<file path="config.mk">
export PLATFORM = sky130hd
export DESIGN_NAME = sbst_tap
export DESIGN_NICKNAME = d
export VERILOG_FILES = /design/src/sbst_pkg.sv /design/src/sbst_sync.sv /design/src/sbst_tap.sv
export SDC_FILE = /design/constraint.sdc
export NUM_CORES = 1
export LEC_CHECK = 0
export ABC_AREA = 1
export BUFFER_PORTS_ARGS = -buffer_cell sky130_fd_sc_hd__buf_2
export CAP_MARGIN = 20
export CORE_MARGIN = 2
export CORE_UTILIZATION = 33
export CTS_CLUSTER_DIAMETER = 150
export DETAILED_ROUTE_END_ITERATION = 16
export HOLD_SLACK_MARGIN = 0.05
export PLACE_DENSITY = 0.61
export SLEW_MARGIN = 20
export SYNTH_ARGS = -nofsm -noshare
export SYNTH_HDL_FRONTEND = slang
export SYNTH_SLANG_ARGS = --single-unit
</file>
<file path="constraint.sdc">
create_clock -name mclk_in -period 3.7 [get_ports mclk_in]
set_input_delay 0.74 -clock mclk_in [delete_from_list [all_inputs] [get_ports mclk_in]]
set_output_delay 0.74 -clock mclk_in [all_outputs]
set_load 0.1 [all_outputs]
</file>
<file path="src/sbst_pkg.sv">
// Package: constants and types for the memory boundary-scan test port
package sbst_pkg;
	localparam int IR_W   = 3;    // Instruction register width
	localparam int ID_W   = 32;   // Identification register width
	localparam int BSC_N  = 107;  // Boundary chain length
	localparam int OE_CELL = 47;  // Output-enable cell position
	// Opcodes
	localparam logic [2:0] OP_EXT     = 3'h0;
	localparam logic [2:0] OP_IDENT   = 3'h1;
	localparam logic [2:0] OP_SNAPZ   = 3'h2;
	localparam logic [2:0] OP_SAMPLE  = 3'h4;
	localparam logic [2:0] OP_BYPASS  = 3'h7;
	// Identification fields (values arbitrary, not a real part)
	localparam logic [2:0]  ID_VERSION = 3'h2;
	localparam logic [16:0] ID_PART    = 17'h0a5a5;
	localparam logic [10:0] ID_MAKER   = 11'h2a5;
	localparam logic        ID_PRESENT = 1'b1;
	// Field positions
	localparam int ID_VER_LSB  = 29;
	localparam int ID_PART_LSB = 12;
	localparam int ID_MAK_LSB  = 1;
	// Reset values
	localparam logic [2:0] IR_RST  = OP_IDENT;
	localparam logic       OE_RST  = 1'b1;
	// Test clock period in ns and resulting samples per half period
	localparam int TCK_NS  = 400;
	localparam int CLK_NS  = 50;
	localparam int TCK_HALF_CYC = (TCK_NS / 2) / CLK_NS;
	// Controller states, one-hot
	typedef enum logic [15:0] {
		ST_RESET = 16'h0001, ST_IDLE  = 16'h0002, ST_SELDR = 16'h0004,
		ST_CAPDR = 16'h0008, ST_SHDR  = 16'h0010, ST_EX1DR = 16'h0020,
		ST_PSDR  = 16'h0040, ST_EX2DR = 16'h0080, ST_UPDR  = 16'h0100,
		ST_SELIR = 16'h0200, ST_CAPIR = 16'h0400, ST_SHIR  = 16'h0800,
		ST_EX1IR = 16'h1000, ST_PSIR  = 16'h2000, ST_EX2IR = 16'h4000,
		ST_UPIR  = 16'h8000
	} sbst_state_t;
endpackage

</file>
<file path="src/sbst_sync.sv">
// Two-flop synchroniser for one pin input
module sbst_sync (
	input  wire logic mclk_in,   // Block clock
	input  wire logic rst_b_in,  // Synchronous reset, low
	input  wire logic pin_in,    // Asynchronous pin
	output logic      sync_out   // Synchronised level
);
	typedef struct packed {
		logic s1; // First stage, read by second only
		logic s2; // Second stage
	} sbst_sync_t;
	sbst_sync_t st;
	sbst_sync_t next_st;

	// Shift pin through two stages
	always_comb begin
		next_st.s1 = pin_in;
		next_st.s2 = st.s1;
		if (!rst_b_in) begin
			next_st = '0;
		end
	end

	// Register stages
	always_ff @(posedge mclk_in) begin
		st <= next_st;
	end

	assign sync_out = st.s2;
endmodule

</file>
<file path="src/sbst_tap.sv">
// Boundary-scan test access port of the burst memory
// Overview of operation
// - IR 3, bypass 1, ID 32, chain 107
// - Code 000: external test, chain selected
// - Code 001: load ID, ID selected
// - Code 010: sample, chain, outputs floated
// - Code 100: sample/preload, chain, no effect
// - Code 111: bypass bit selected
// - ID 31:29 version, 28:12 part code
// - ID 11:1 maker code
// - ID bit 0 reads one
// - Serial output changes after falling edge
// - ID instruction at reset and Test-Logic-Reset
// - Cell 47 output-enable under external test
// - Enable latch preset high on reset
// - External test drives preloaded cells out
module sbst_tap
	import sbst_pkg::*;
#(
	parameter int CHAIN_N = sbst_pkg::BSC_N  // Boundary chain length
) (
	input  wire logic               mclk_in,       // 20 MHz block clock
	input  wire logic               rst_b_in,      // Synchronous reset, low
	input  wire logic               tck_in,        // Test clock pin
	input  wire logic               tms_in,        // Mode select pin
	input  wire logic               tdi_in,        // Serial data in pin
	output logic                    tdo_out,       // Serial data out
	output logic                    tdo_oe_b_out,  // Low while tdo driven
	input  wire logic [CHAIN_N-1:0] pins_in,       // Pin ring capture
	output logic      [CHAIN_N-1:0] pins_drv_out,  // Preloaded values to pins
	output logic                    ext_mode_out,  // Pins take test values
	output logic                    q_float_out,   // Float memory outputs
	output logic [sbst_pkg::IR_W-1:0] ir_out       // Active instruction
);
	import sbst_pkg::*;

	// Whole state of the port
	typedef struct packed {
		logic              tck_d;   // Previous sampled test clock
		sbst_state_t       tap;     // Controller state
		logic [IR_W-1:0]   ir_sh;   // Instruction shift stage
		logic [IR_W-1:0]   ir;      // Active instruction
		logic              byp;     // Bypass bit
		logic [ID_W-1:0]   id_sh;   // Identification shift stage
		logic [CHAIN_N-1:0] bs_sh;  // Boundary shift stage
		logic [CHAIN_N-1:0] bs_up;  // Boundary update latches
		logic              tdo;     // Serial output
		logic              tdo_oe_b; // Output enable, low = drive
		logic              ext;     // External test mode
		logic              flt;     // Output float
	} sbst_tap_t;

	sbst_tap_t st;
	sbst_tap_t next_st;

	logic tck_s;  // Synchronised test clock
	logic tms_s;  // Synchronised mode select
	logic tdi_s;  // Synchronised data in
	logic rise;   // Test clock rising edge
	logic fall;   // Test clock falling edge
	logic sdo;    // Selected serial bit
	logic [ID_W-1:0] id_val; // Fixed identification word
	logic [CHAIN_N-1:0] ring_mix; // Ring with enable cell forced
	logic [CHAIN_N-1:0] pins_s;   // Synchronised pin ring

	// Pin synchronisers
	sbst_sync u_sync_tck (.mclk_in(mclk_in), .rst_b_in(rst_b_in), .pin_in(tck_in),
		.sync_out(tck_s));
	sbst_sync u_sync_tms (.mclk_in(mclk_in), .rst_b_in(rst_b_in), .pin_in(tms_in),
		.sync_out(tms_s));
	sbst_sync u_sync_tdi (.mclk_in(mclk_in), .rst_b_in(rst_b_in), .pin_in(tdi_in),
		.sync_out(tdi_s));

	// Pin ring comes from the memory clock: two flops per cell before capture
	for (genvar g = 0; g < CHAIN_N; g++) begin : g_ring_sync
		sbst_sync u_sync_ring (.mclk_in(mclk_in), .rst_b_in(rst_b_in), .pin_in(pins_in[g]),
			.sync_out(pins_s[g]));
	end

	// Edge detection on synchronised clock
	assign rise = tck_s & ~st.tck_d;
	assign fall = ~tck_s & st.tck_d;

	// Identification word assembly
	always_comb begin
		id_val = '0;
		id_val[ID_VER_LSB +: 3]   = ID_VERSION;
		id_val[ID_PART_LSB +: 17] = ID_PART;
		id_val[ID_MAK_LSB +: 11]  = ID_MAKER;
		id_val[0] = ID_PRESENT;
	end

	// Captured ring: enable cell is internal, captures its latch
	always_comb begin
		ring_mix = pins_s;
		ring_mix[OE_CELL] = st.bs_up[OE_CELL];
	end

	// Serial output select by instruction and state
	always_comb begin
		sdo = st.byp;
		if (st.tap == ST_SHIR) begin
			sdo = st.ir_sh[0];
		end else begin
			unique case (st.ir)
				OP_EXT: sdo = st.bs_sh[0];
				OP_IDENT: sdo = st.id_sh[0];
				OP_SNAPZ: sdo = st.bs_sh[0];
				OP_SAMPLE: sdo = st.bs_sh[0];
				OP_BYPASS: sdo = st.byp;
				// Reserved codes fall back to bypass
				default: sdo = st.byp;
			endcase
		end
	end

	// Next state of the whole port
	always_comb begin
		next_st = st;
		next_st.tck_d = tck_s;
		if (rise) begin
			unique case (st.tap)
				ST_RESET: next_st.tap = tms_s ? ST_RESET : ST_IDLE;
				ST_IDLE:  next_st.tap = tms_s ? ST_SELDR : ST_IDLE;
				ST_SELDR: next_st.tap = tms_s ? ST_SELIR : ST_CAPDR;
				ST_CAPDR: next_st.tap = tms_s ? ST_EX1DR : ST_SHDR;
				ST_SHDR:  next_st.tap = tms_s ? ST_EX1DR : ST_SHDR;
				ST_EX1DR: next_st.tap = tms_s ? ST_UPDR  : ST_PSDR;
				ST_PSDR:  next_st.tap = tms_s ? ST_EX2DR : ST_PSDR;
				ST_EX2DR: next_st.tap = tms_s ? ST_UPDR  : ST_SHDR;
				ST_UPDR:  next_st.tap = tms_s ? ST_SELDR : ST_IDLE;
				ST_SELIR: next_st.tap = tms_s ? ST_RESET : ST_CAPIR;
				ST_CAPIR: next_st.tap = tms_s ? ST_EX1IR : ST_SHIR;
				ST_SHIR:  next_st.tap = tms_s ? ST_EX1IR : ST_SHIR;
				ST_EX1IR: next_st.tap = tms_s ? ST_UPIR  : ST_PSIR;
				ST_PSIR:  next_st.tap = tms_s ? ST_EX2IR : ST_PSIR;
				ST_EX2IR: next_st.tap = tms_s ? ST_UPIR  : ST_SHIR;
				ST_UPIR:  next_st.tap = tms_s ? ST_SELDR : ST_IDLE;
				default:  next_st.tap = ST_RESET;
			endcase
			// Register actions in the state being left
			unique case (st.tap)
				ST_CAPIR: next_st.ir_sh = 3'h1;
				ST_SHIR:  next_st.ir_sh = {tdi_s, st.ir_sh[IR_W-1:1]};
				// Any loaded code is accepted as is
				ST_UPIR:  next_st.ir = st.ir_sh;
				ST_CAPDR: begin
					next_st.byp   = 1'b0;
					next_st.id_sh = id_val;
					next_st.bs_sh = ring_mix;
				end
				ST_SHDR: begin
					next_st.byp   = tdi_s;
					next_st.id_sh = {tdi_s, st.id_sh[ID_W-1:1]};
					next_st.bs_sh = {tdi_s, st.bs_sh[CHAIN_N-1:1]};
				end
				ST_UPDR: begin
					if (st.ir == OP_EXT || st.ir == OP_SAMPLE) begin
						next_st.bs_up = st.bs_sh;
					end
				end
				default: begin
				end
			endcase
		end
		if (st.tap == ST_RESET) begin
			next_st.ir = IR_RST;
			next_st.bs_up[OE_CELL] = OE_RST;
		end
		// Output changes on falling edge only
		if (fall) begin
			next_st.tdo = sdo;
			next_st.tdo_oe_b = ~(st.tap == ST_SHDR || st.tap == ST_SHIR);
		end
		next_st.ext = (next_st.ir == OP_EXT);
		// Float on sample-float, or on low enable cell under external test
		next_st.flt = (next_st.ir == OP_SNAPZ) ||
			((next_st.ir == OP_EXT) && !next_st.bs_up[OE_CELL]);
		if (!rst_b_in) begin
			next_st = '0;
			next_st.tap = ST_RESET;
			next_st.ir = IR_RST;
			next_st.tdo_oe_b = 1'b1;
			next_st.bs_up[OE_CELL] = OE_RST;
		end
	end

	// Register the whole state
	always_ff @(posedge mclk_in) begin
		st <= next_st;
	end

	assign tdo_out      = st.tdo;
	assign tdo_oe_b_out = st.tdo_oe_b;
	assign pins_drv_out = st.bs_up;
	assign ext_mode_out = st.ext;
	assign q_float_out  = st.flt;
	assign ir_out       = st.ir;

	// Reset state forces identification next cycle
	reset_ident_a: assert property (@(posedge mclk_in) disable iff (!rst_b_in)
		st.tap == ST_RESET |=> st.ir == OP_IDENT)
		else $error("instruction not identification after reset state");
	// Output only moves after falling edge
	tdo_fall_a: assert property (@(posedge mclk_in) disable iff (!rst_b_in)
		$changed(tdo_out) |-> $past(fall))
		else $error("serial output changed without falling edge");
	snap_float_a: assert property (@(posedge mclk_in) disable iff (!rst_b_in)
		st.ir == OP_SNAPZ |-> q_float_out)
		else $error("outputs not floated in sample-float");
	// Low enable cell floats under external test
	oe_cell_a: assert property (@(posedge mclk_in) disable iff (!rst_b_in)
		(st.ir == OP_EXT) && !st.bs_up[OE_CELL] |-> q_float_out)
		else $error("enable cell low but outputs driven");
	// Enable latch high in reset state
	oe_preset_a: assert property (@(posedge mclk_in) disable iff (!rst_b_in)
		st.tap == ST_RESET |=> st.bs_up[OE_CELL])
		else $error("enable latch not preset");
	// Rising edge with mode high leaves idle to select
	tap_walk_a: assert property (@(posedge mclk_in) disable iff (!rst_b_in)
		rise && tms_s && st.tap == ST_IDLE |=> st.tap == ST_SELDR)
		else $error("controller step wrong");
	byp_cap_a: assert property (@(posedge mclk_in) disable iff (!rst_b_in)
		rise && st.tap == ST_CAPDR |=> st.byp == 1'b0)
		else $error("bypass capture not zero");
	id_cap_a: assert property (@(posedge mclk_in) disable iff (!rst_b_in)
		rise && st.tap == ST_CAPDR |=> st.id_sh[0] == 1'b1)
		else $error("identification bit 0 not one");
	ext_mode_a: assert property (@(posedge mclk_in) disable iff (!rst_b_in)
		st.ir == OP_EXT |-> ext_mode_out)
		else $error("external mode not driven");
	ir_cap_a: assert property (@(posedge mclk_in) disable iff (!rst_b_in)
		rise && st.tap == ST_CAPIR |=> st.ir_sh == 3'h1)
		else $error("instruction capture pattern wrong");
	ir_shift_a: assert property (@(posedge mclk_in) disable iff (!rst_b_in)
		rise && st.tap == ST_SHIR |=> st.ir_sh == {$past(tdi_s), $past(st.ir_sh[IR_W-1:1])})
		else $error("instruction shift wrong");
	// Update takes shifted code as is
	ir_upd_a: assert property (@(posedge mclk_in) disable iff (!rst_b_in)
		rise && st.tap == ST_UPIR |=> st.ir == $past(st.ir_sh))
		else $error("instruction update wrong");
	bs_cap_a: assert property (@(posedge mclk_in) disable iff (!rst_b_in)
		rise && st.tap == ST_CAPDR |=> st.bs_sh == $past(ring_mix))
		else $error("boundary capture wrong");
	id_out_a: assert property (@(posedge mclk_in) disable iff (!rst_b_in)
		fall && st.ir == OP_IDENT && st.tap == ST_SHDR |=> tdo_out == $past(st.id_sh[0]))
		else $error("identification bit not on serial output");
	byp_out_a: assert property (@(posedge mclk_in) disable iff (!rst_b_in)
		fall && st.ir == OP_BYPASS && st.tap == ST_SHDR |=> tdo_out == $past(st.byp))
		else $error("bypass bit not on serial output");
	sample_quiet_a: assert property (@(posedge mclk_in) disable iff (!rst_b_in)
		st.ir == OP_SAMPLE |-> !ext_mode_out && !q_float_out)
		else $error("sample/preload disturbs memory outputs");
	// Update latches preload under external test
	ext_latch_a: assert property (@(posedge mclk_in) disable iff (!rst_b_in)
		rise && st.tap == ST_UPDR && st.ir == OP_EXT |=> pins_drv_out == $past(st.bs_sh))
		else $error("preload not latched under external test");
	tdo_drive_a: assert property (@(posedge mclk_in) disable iff (!rst_b_in)
		fall && st.tap == ST_SHDR |=> !tdo_oe_b_out)
		else $error("serial output not driven in shift");
	tdo_park_a: assert property (@(posedge mclk_in) disable iff (!rst_b_in)
		fall && st.tap == ST_IDLE |=> tdo_oe_b_out)
		else $error("serial output driven in idle");
	// Mode high in select-IR reaches reset
	tap_exit_a: assert property (@(posedge mclk_in) disable iff (!rst_b_in)
		rise && tms_s && st.tap == ST_SELIR |=> st.tap == ST_RESET)
		else $error("controller did not reach reset state");
	id_word_a: assert property (@(posedge mclk_in) disable iff (!rst_b_in)
		id_val == {ID_VERSION, ID_PART, ID_MAKER, ID_PRESENT})
		else $error("identification word layout wrong");
	// Reset state leaves no external mode
	tlr_quiet_a: assert property (@(posedge mclk_in) disable iff (!rst_b_in)
		st.tap == ST_RESET |=> !ext_mode_out)
		else $error("external mode left on in reset state");
endmodule

</file>
==> results of run 1 <==
==> cells in the mapped netlist, types with 4 or more instances <==
library cell | n | area (um2)
clkbuf_1 | 85 | 319
buf_4 | 112 | 841
inv_1 | 361 | 1360
o21ai_0 | 320 | 1600
a21oi_1 | 269 | 1350
buf_2 | 34 | 170
nand4_1 | 5 | 31.3
nor2_2 | 7 | 43.8
nor2_1 | 49 | 184
o21ai_1 | 24 | 120
dfxtp_1 | 491 | 9830
buf_6 | 10 | 113
nor3_1 | 5 | 25.0
nand2_1 | 425 | 1600
nand3_1 | 26 | 130
nand2_2 | 4 | 25.0
==> per-stage QoR <==
stage / util / hold slack [ns] / cell area (um2) / cells
finish: 0.381 / 0.301 / 20500 / 3032
global route: 0.381 / 0.263 / 20500 / 3032
CTS: 0.381 / 0.247 / 20500 / 3032
detailed placement: 0.347 / 0.396 / 18600 / 2935
global placement: 0.347 / 0.397 / 18600 / 2935
floorplan: - / 0.390 / 17900 / 2243
==> per-layer routing <==
layer  global-route usage  share of wire  vias to the layer above
li1                     -              -                     6974
met1                0.174           0.47                     6088
met2                0.218           0.45                      250
met3               0.0256          0.045                       80
met4               0.0575          0.032                        0
met5                    0              0                        -
==> layout make-up <==
type	instances	area, um2
clock buffer	79	1570
clock inverter	18	278
fill	5471	33200
inverter	363	1360
multi-input combinational	1146	5240
sequential	491	9830
tap	696	871
timing repair buffer	239	1330
==> flip-flops by register name, summed over array words and instances (netlist names), 3 cells and up <==
name / count
g_ring_sync.u_sync_ring.sync_out: 106
st: 159
g_ring_sync.u_sync_ring.st: 106
ir_out: 3
pins_drv_out: 107
==> power by group through the flow <==
stage,combinational (mW),clock (mW),sequential (mW)
final,0.332,5.40,5.43
after global routing,0.386,5.78,5.44
after CTS,0.336,5.56,5.43
after detailed placement,0.335,0,5.55
after global placement,0.330,0,5.55
after floorplan,0.212,0,5.54
==> cells by family after synthesis <==
family / after synthesis / synth area share
DFF: 491 / 0.550
buffers and inverters: 606 / 0.158
and+or+nand+nor: 529 / 0.118
AOI/OAI and AO/OA: 617 / 0.174
==> critical path, stage by stage (launching register included) <==
cell and delay [ns]:
dfxtp_1 0.33, nor2_2 0.19, nand2_2 0.11, nor2_4 0.32, nand3b_2 0.17, nand2_4 0.25
nand2_8 0.28, buf_12 0.31, o21ai_0 0.22, a21oi_1 0.06
==> worst max path at each step <==
| stage | cells after the start | end | startpoint | slack (ns) |
|---|---|---|---|---|
| 2_1_floorplan | 5 | st[174] | rst_b_in | 1.99 |
| 3_3_place_gp | 9 | st[180] | st[269] | 1.38 |
| 3_5_place_dp | 9 | st[182] | st[265] | 1.30 |
| 4_1_cts | 9 | st[182] | st[265] | 1.27 |
| 5_1_grt | 8 | st[184] | st[265] | 1.03 |
| 6_report | 9 | st[182] | st[269] | 1.28 |
==> cells in the final DEF, fill, tap and decap left out <==
cell and n:
o21ai_0 320, nand3_1 26, nand4_1 5, inv_1 361
a21oi_1 269, o211ai_1 2, nand2_2 4, dfxtp_1 491
and3_1 1, clkinvlp_4 2, buf_8 1, buf_12 7
nand2_8 1, nor2_1 49, clkinv_2 7, inv_2 1
nand3b_2 1, clkbuf_16 54, clkbuf_8 12, inv_6 1
clkbuf_1 13, nand2_1 424, o21ai_1 24, o31ai_1 1
clkinv_4 1, nand3_2 1, nor2_2 6, clkinv_1 1
bufinv_16 4, nand2_4 2, o22a_1 1, nor3_1 5
clkinv_16 3, nor2_4 3, buf_2 223, nand3b_1 1
buf_4 8
==> parameters.txt, run 1 <==
Parameter                              Value

Outcome
  Outcome    completed

Hold path
  Hold Path Origin    pins_in[3]
  HP Class    input pin to flop
  Number of cells on the worst hold path    3
  Hold Path Sink    g_ring_sync[3].u_sync_ring.st[1]

Synth
  Combined area of all synthesized cells    17,900 um2
  Average size of a mapped cell    7.96 um2
  Proportion of synthesized chip area in sequential cells    0.550
  Number of enable-type register cells in the synthesized netlist    0
  YS warnings    0
  Post-Syn Instances    2,243
  Number of distinct library cells after synthesis    28
  Async S/R FF share, synth    0
  Post-Synthesis Net Count    2,355
  Number of flip-flops and latches in the synthesized netlist    491
  Top FF cell, synth    dfxtp_1

Power and ir drop
  Total power after layout    11.2 mW
  Power spent charging and discharging nets    2.40 mW
  Internal Power    8.76 mW
  Sequential Power Share    0.487
  Clk pwr share    0.484
  Comb power frac    0.030
  Total leakage power    9.79 nW
  Proportion of total power due to net switching    0.215
  PD cells    545 nW/um2
  Maximum ir drop on the vdd rail    350 uV

Global routing
  Vias in the first global route    12,565
  Number of antenna violations at the first check in global routing    0
  Pin count of the biggest net entering global routing    241
  Global-route wire length before repair    62,600 um
  Leftover overflow at the end of global routing    0
  GRT Resource Usage Total    0.134

Floorplan
  Starting density of the core    0.332
  Chip width    237 um
  Count of boundary I/O pins    226
  Overall die height    237 um
  Die area    56,000 um2
  Placement row count    85
  Core Region    53,700 um2

Clocking
  Number of clock buffers inserted by TritonCTS    54
  Number of levels in the clock H-tree    2
  Clock buffer depth    3
  Clock tree from TritonCTS    yes
  Number of clock sinks    491
  Clock Pin Slew Worst Setup and Hold Paths    0.06 ns
  Post_cts resized    0
  Clk root buf    clkbuf_16
  Cts hold-fix bufs    0
  Clock insertion delay at the later pin of the skew report    0.61 ns
  Total setup buffers inserted after CTS    0

Flow run
  Maxcap violations    0

Place
  Post-Place Setup Slack    1.30 ns
  Routability Congestion    0.807
  Port bufs    224
  Post-detail-place hpwl    24,300 um

Timing
  Crit share post-route    0.653
  Total of endpoints with negative setup slack in the final report    0
  RSZ-0062 raised after global routing    no
  Actual transition at the worst max-transition pin    1.36 ns
  Final max-slew violation count    0
  Clock skew    0.0427 ns
  Hold Vio Cnt, Final    0
  Remaining max-slew budget at the tightest pin    0.0931
  Post-layout worst setup margin    1.28 ns
  Total negative setup slack    0 ns
  Peak Freq    414 MHz
  Fin crit period    2.42 ns

Worst setup path
  Worst Path Required    4.16 ns
  Crit path launch type    flop
  Type of the setup path with the least slack    flop to flop
  Worst reg-to-reg setup slack    1.28 ns
  Endpoint of the lowest-slack register-to-register path    st[182]
  Crit path capture type    flop
  Reg-to-reg critical path startpoint    st[269]
  Critical Path Fanout Max    74
  Worst Reg2Reg Path Length in Cells    9
  Worst Path Arrival    2.87 ns

Cells and area
  Area growth from synthesis to final layout    14.7%
  Antenna diode count    0
  # nets final    2,407
  Share of layout cells above drive strength 1    0.146

Detailed routing
  Initial DRC Count    814
  Total length of routed wires    38,200 um
  Count of TritonRoute iterations in the first routing pass    5
  Average detailed-routed wire length per instance    12.6 um
  Final ANT Viol Nets    0
  Count of vias placed by the detailed router    13,392
  Post-detailed-route DRC marker count    0
  Detailed-route vias per instance    4.42
No activity file was read; power rests on OpenSTA's default activity.
==> run 2: changes to the inputs <==
--- a/config.mk
+++ b/config.mk
@@ -5,7 +5,7 @@
 export SDC_FILE = /design/constraint.sdc
 export NUM_CORES = 1
 export LEC_CHECK = 0
-export ABC_AREA = 1
+export ABC_AREA = 0
 export BUFFER_PORTS_ARGS = -buffer_cell sky130_fd_sc_hd__buf_2
 export CAP_MARGIN = 20
 export CORE_MARGIN = 2
@@ -13,7 +13,7 @@
 export CTS_CLUSTER_DIAMETER = 150
 export DETAILED_ROUTE_END_ITERATION = 16
 export HOLD_SLACK_MARGIN = 0.05
-export PLACE_DENSITY = 0.61
+export PLACE_DENSITY = 0.63
 export SLEW_MARGIN = 20
 export SYNTH_ARGS = -nofsm -noshare
 export SYNTH_HDL_FRONTEND = slang
==> constraint.sdc (replaced) <==
create_clock -name mclk_in -period 2 [get_ports mclk_in]
set_input_delay 0.4 -clock mclk_in [delete_from_list [all_inputs] [get_ports mclk_in]]
set_output_delay 0.4 -clock mclk_in [all_outputs]
set_load 0.1 [all_outputs]
==> run 2 against run 1 <==
Net effect:
- synthesized cell count down 24%
- critical path depth stayed put
- sequential share of layout area down 9.3 points
- critical path type unchanged
- cell area rose by 24%
- utilization grew 10 points
- final cell count fell by 9.8%
- fmax rose by 12%
- routed wire length grew 34%
- the flow now finishes with violations (negative setup slack)
- clock skew decreased by 0.026 ns
- combinational power grew to 2.5 times the previous value
- via count up 0.34%
- count of clock-buffer cells in the layout down 9
==> parameters.txt, run 2 <==
Parameter                              Value

Hold path
  Hold Path Origin    pins_in[1]
  Number of cells on the worst hold path    2
  HP Class    input pin to flop
  Hold Path Sink    g_ring_sync[1].u_sync_ring.st[1]

Detailed routing
  Max Used Layer    met5
  Detailed route wirelength on metal2    24,300 um
  Post-detailed-route DRC marker count    0
  Initial DRC Count    667
  Met3 WL    2780 um
  Count of TritonRoute iterations in the first routing pass    4
  Final ANT Viol Nets    0
  Detailed-route vias per instance    4.91
  Met1 Wirelength    22,500 um
  Total length of routed wires    51,200 um
  Average detailed-routed wire length per instance    18.7 um
  Count of vias placed by the detailed router    13,438

Global routing
  Vias in the first global route    12,901
  Leftover overflow at the end of global routing    0
  GRT Resource Usage Total    0.152
  Number of antenna violations at the first check in global routing    1
  Global-route wire length before repair    68,800 um
  Pin count of the biggest net entering global routing    82

Synth
  Post-Synthesis Net Count    1,827
  Top FF cell, synth    dfxtp_1
  Yosys top cell by area    dfxtp_1
  Post-Syn Instances    1,715
  Number of flip-flops and latches in the synthesized netlist    491
  Top cells by area, synth    dfxtp_1 56%, and2_1 7.9%, o221a_2 7.2%
  Average size of a mapped cell    10.3 um2
  Synth top cells by count    491 x dfxtp_1, 263 x nand2_1, 224 x and2_1, 113 x o221a_2, 111 x buf_4
  Dominant cell by count in the synthesized netlist    dfxtp_1
  Proportion of synthesized chip area in sequential cells    0.557
  Number of enable-type register cells in the synthesized netlist    0
  Proportion of netlist area held by the largest area contributor    0.557
  Combined area of all synthesized cells    17,700 um2
  YS warnings    0
  Async S/R FF share, synth    0
  Number of distinct library cells after synthesis    51

Cells and area
  Commonest non-fill, non-tap cell in the layout    dfxtp_1
  Number of flip-flops under the largest register name    159
  Layout filler cell count    4,584
  Top library cells by usage in the layout, fill and taps aside    482 x dfxtp_1, 223 x and2_1, 220 x buf_2
  Share of layout cells above drive strength 1    0.391
  Design Area, Final    25,400 um2
  Final Non-Filler Cells    2,735
  Area occupied by registers    9840 um2
  Register containing the most flip-flops in the final layout    st
  # nets final    2,118
  Multi-input combinational cell area    8420 um2
  Area growth from synthesis to final layout    43.9%

Power and ir drop
  Total leakage power    9.91 nW
  Maximum ir drop on the vdd rail    654 uV
  Total power after layout    20.6 mW
  PD cells    811 nW/um2

Place
  Routability Congestion    0.775
  Count of placed standard cells including taps    2,457
  Area after DPL    19,100 um2
  Port bufs    224
  Post-detail-place hpwl    25,100 um

Timing
  RSZ-0062 raised after global routing    yes
  Post-layout worst setup margin    -0.149 ns
  Actual transition at the worst max-transition pin    0.537 ns
  Remaining max-slew budget at the tightest pin    0.640
  Crit share post-route    1.07
  Final max-slew violation count    0
  Total negative setup slack    -21.04 ns
  Hold Vio Cnt, Final    0
  Clock skew    0.0170 ns
  Peak Freq    465 MHz
  Fin crit period    2.15 ns
  Total of endpoints with negative setup slack in the final report    251

Outcome
  Outcome    complete, but fails checks
  Violations in the final reports    negative setup slack

Clocking
  Clock tree from TritonCTS    yes
  Clock Pin Slew Worst Setup and Hold Paths    0.06 ns
  Clock insertion delay at the later pin of the skew report    0.60 ns
  Clock buffer depth    3
  Clk root buf    clkbuf_16
  Number of clock sinks    491
  Number of levels in the clock H-tree    2
  Number of clock buffers inserted by TritonCTS    52

Worst setup path
  Worst Path Arrival    2.69 ns
  Crit path launch type    flop
  Worst reg-to-reg setup slack    -0.15 ns
  Worst Path Required    2.54 ns
  Critical Path Fanout Max    8
  Crit path capture type    flop
  Worst Reg2Reg Path Length in Cells    9
  Type of the setup path with the least slack    flop to flop
  Reg-to-reg critical path startpoint    st[261]
  Endpoint of the lowest-slack register-to-register path    st[159]

Floorplan
  Overall die height    235 um
  Placement row count    84
  Chip width    235 um
  Starting density of the core    0.335
  Die area    55,400 um2
  Core Region    52,800 um2
  Count of boundary I/O pins    226

Flow run
  Maxcap violations    0
==> run 2: cell families after synthesis <==
kind of cell,synth area share
DFF,0.557
buffers and inverters,0.0796
and+or+nand+nor,0.164
muxes,0.00376
AOI/OAI and AO/OA,0.191
xor gates and xnor gates,0.00496
==> run 2: layout make-up <==
cell class / instances / share of cell area
timing repair buffer: 485 / 0.179
clock inverter: 24 / 0.0105
multi-input combinational: 974 / 0.331
clock buffer: 70 / 0.0578
inverter: 2 / 0.000295
antenna: 1 / 0.0000985
tap: 688 / 0.0339
sequential: 491 / 0.387
==> run 2: what timing repair did <==
action	CTS	global route
buffers inserted	16	27
hold endpoints to repair	108	0
pin swaps	9	266
endpoints found under the setup margin	249	264
gates resized for setup	67	502
hold buffers	108	0
cloned	9	35
==> run 2: how the worst max path moves through the flow <==
stage / to / depth (start not counted) / slack (ns) / from
3_3_place_gp: q_float_out / 6 / -0.12 / st[273]
6_report: st[159] / 9 / -0.15 / st[261]
5_1_grt: ext_mode_out / 8 / -0.21 / st[261]
3_5_place_dp: pins_drv_out[58] / 6 / -0.16 / st[273]
4_1_cts: st[221] / 8 / -0.11 / st[264]
2_1_floorplan: pins_drv_out[47] / 7 / -0.20 / st[261]
==> run 2: power by group <==
group	internal, mW	leakage (nW)	switching [mW]
combinational	0.490	5.07	0.353
sequential	9.99	4.01	0.0537
clock	5.60	0.843	4.14
total	16.1	9.91	4.54
==> run 2: routing by layer <==
| layer | track usage | vias to the layer above |
|---|---|---|
| met5 | 0 | - |
| met4 | 0.0531 | 2 |
| met3 | 0.0318 | 117 |
| met2 | 0.259 | 371 |
| met1 | 0.190 | 6564 |
| li1 | - | 6384 |
==> run 2: worst max-delay path, stage by stage (launching register included) <==
cell and delay [ns]:
dfxtp_2 0.33, nor4_4 0.31, buf_4 0.17, and2_4 0.15, nand4_1 0.14, a21oi_4 0.32
buf_12 0.20, buf_12 0.12, clkbuf_16 0.16, o221a_2 0.18
==> run 2: stage by stage <==
step,setup slack [ns],util,hold slack [ns]
finish,-0.149,0.482,0.118
global placement,-0.125,0.363,0.415
floorplan,-0.198,-,0.412
global route,-0.209,0.482,0.109
CTS,-0.111,0.427,0.0886
detailed placement,-0.159,0.363,0.418
==> run 3: changes to the inputs <==
--- a/config.mk
+++ b/config.mk
@@ -10,6 +10,7 @@
 export CAP_MARGIN = 20
 export CORE_MARGIN = 2
 export CORE_UTILIZATION = 33
+export CTS_BUF_LIST = sky130_fd_sc_hd__clkbuf_8
 export CTS_CLUSTER_DIAMETER = 150
 export DETAILED_ROUTE_END_ITERATION = 16
 export HOLD_SLACK_MARGIN = 0.05
==> constraint.sdc (replaced) <==
create_clock -name mclk_in -period 1.95 [get_ports mclk_in]
set_input_delay 0.39 -clock mclk_in [delete_from_list [all_inputs] [get_ports mclk_in]]
set_output_delay 0.39 -clock mclk_in [all_outputs]
set_load 0.1 [all_outputs]
==> run 3 against run 2 <==
Net effect:
- the run still ends with negative setup slack left
- clock power shrank 4.0%
- global-route usage is 0.68 points lower
- critical path depth fell by 3
- worst setup slack improved by 0.031 ns
- cell area down 12%
- die area stayed put
- fmax is 3.9% higher
- count of clock-buffer cells in the layout increased by 34
- worst hold slack better by 0.31 ns
- via count down 5.2%
- critical path type unchanged
- critical endpoint is now st[189]
- highest routed layer is now met4
==> parameters.txt, run 3 (synthesized netlist as in run 2, its figures left out) <==
Parameter                              Value

Detailed routing
  Count of vias placed by the detailed router    12,744
  Detailed-route vias per instance    4.68
  Initial DRC Count    631
  Post-detailed-route DRC marker count    0
  Max Used Layer    met4
  Detailed route wirelength on metal2    19,000 um
  Average detailed-routed wire length per instance    15.2 um
  Count of TritonRoute iterations in the first routing pass    5
  Met3 WL    2060 um
  Met1 Wirelength    18,500 um
  Final ANT Viol Nets    0
  Total length of routed wires    41,300 um

Worst setup path
  Critical Path Fanout Max    37
  Crit path capture type    flop
  Crit path launch type    flop
  Worst Path Required    2.48 ns
  Type of the setup path with the least slack    flop to flop
  Worst Path Arrival    2.60 ns

Floorplan
  Chip width    235 um
  Placement row count    84
  Core Region    52,800 um2
  Die area    55,400 um2
  Starting density of the core    0.335
  Overall die height    235 um
  Count of boundary I/O pins    226

Cells and area
  Top library cells by usage in the layout, fill and taps aside    483 x dfxtp_1, 263 x nand2_1, 223 x and2_1
  Area growth from synthesis to final layout    26.1%
  Share of layout cells above drive strength 1    0.285
  # nets final    2,079
  Register containing the most flip-flops in the final layout    st
  Commonest non-fill, non-tap cell in the layout    dfxtp_1
  Number of flip-flops under the largest register name    159
  Design Area, Final    22,300 um2

Timing
  Total negative setup slack    -11.94 ns
  Hold Vio Cnt, Final    0
  RSZ-0062 raised after global routing    yes
  Crit share post-route    1.06
  Final max-slew violation count    0
  Post-layout worst setup margin    -0.118 ns
  Clock skew    0.0293 ns
  Total of endpoints with negative setup slack in the final report    203
  Actual transition at the worst max-transition pin    0.584 ns
  Fin crit period    2.07 ns
  Peak Freq    484 MHz
  Remaining max-slew budget at the tightest pin    0.607

Global routing
  Leftover overflow at the end of global routing    0
  Number of antenna violations at the first check in global routing    1
  GRT Resource Usage Total    0.145
  Global-route wire length before repair    65,800 um
  Vias in the first global route    12,587
  Pin count of the biggest net entering global routing    121

Clocking
  Clock insertion delay at the later pin of the skew report    0.65 ns
  Number of levels in the clock H-tree    3
  Clock Pin Slew Worst Setup and Hold Paths    0.06 ns
  Clock tree from TritonCTS    yes
  Clk root buf    clkbuf_8
  Number of clock sinks    491
  Clock buffer depth    3
  Number of clock buffers inserted by TritonCTS    80

Power and ir drop
  PD cells    918 nW/um2
  Proportion of total power due to net switching    0.220
  Sequential Power Share    0.504
  Clk pwr share    0.457
  Comb power frac    0.039
  Total power after layout    20.4 mW
  Total leakage power    8.95 nW
  Internal Power    15.9 mW
  Maximum ir drop on the vdd rail    379 uV
  Power spent charging and discharging nets    4.50 mW

Place
  Area after DPL    19,200 um2
  Post-detail-place hpwl    25,400 um
  Port bufs    224
  Routability Congestion    0.800
  Post-Place Setup Slack    -0.109 ns

Hold path
  HP Class    flop to flop

Outcome
  Outcome    complete, but fails checks
  Violations in the final reports    negative setup slack

Flow run
  Maxcap violations    0
[run 3: cell count changes in the layout (fill, tap and decap cells not counted), moves of 49 or more]
cell / change
nand2_4: -74
a21boi_0: +64
nand2_2: -49
o221a_4: -92
o221a_2: +92
clkbuf_16: -76
nand2_1: +123
clkbuf_8: +94
[run 3: path summary, 6_finish.rpt]
check / startpoint / depth (start not counted) / end / slack [ns]
max reg2reg: st[259] / 6 / st[189] / -0.12
min: g_ring_sync[57].u_sync_ring.st[1] / 1 / g_ring_sync[57].u_sync_ring.sync_out / 0.43
max: st[259] / 6 / st[189] / -0.12
min reg2reg: g_ring_sync[57].u_sync_ring.st[1] / 1 / g_ring_sync[57].u_sync_ring.sync_out / 0.43
[run 3: through the flow]
stage	hold WS, ns	util	std cells
2_1_floorplan	0.412	-	1715
3_3_place_gp	0.415	0.364	2454
3_5_place_dp	0.417	0.364	2454
4_1_cts	0.403	0.420	2719
5_1_grt	0.432	0.422	2723
6_report	0.429	0.422	2724
[run 3: layer usage]
layer  global-route usage  vias up
li1                     -     6297
met1                0.179     6042
met2                0.232      295
met3               0.0371      110
met4               0.0824        0
met5                    0        -
[run 3: layout make-up]
type                    count  area [um2]
flip-flops and latches    491        9840
clock buffers             104        1430
clock inverters            45         299
fillers                  4979       30500
multi-input cells         974        6570
diodes                      2        5.00
repair buffers            418        3260
inverters                   2        7.51
well taps                 688         861
[run 3: what timing repair did]
action                     in CTS  in global routing
gates resized for setup        42                 23
setup buffers                   5                  1
hold endpoints to repair      114                  0
pin swaps                       6                  6
setup endpoints to repair     187                255
cloned                          1                  2
hold buffers                  110                  0
[run 3: worst max-delay path, stage by stage (launching register included)]
cell	delay, ns
dfxtp_2	0.33
nor4_4	0.34
nand4_1	0.24
nand2b_4	0.23
nand2b_4	0.26
buf_16	0.22
o221a_2	0.30
[run 3: power groups by stage]
stage	logic, mW	clock network (mW)	registers, mW
after global routing	0.888	10.1	10.3
final	0.806	9.34	10.3
after floorplan	0.394	0	10.5
after CTS	0.806	9.63	10.3
after detailed placement	0.630	0	10.5
after global placement	0.624	0	10.5
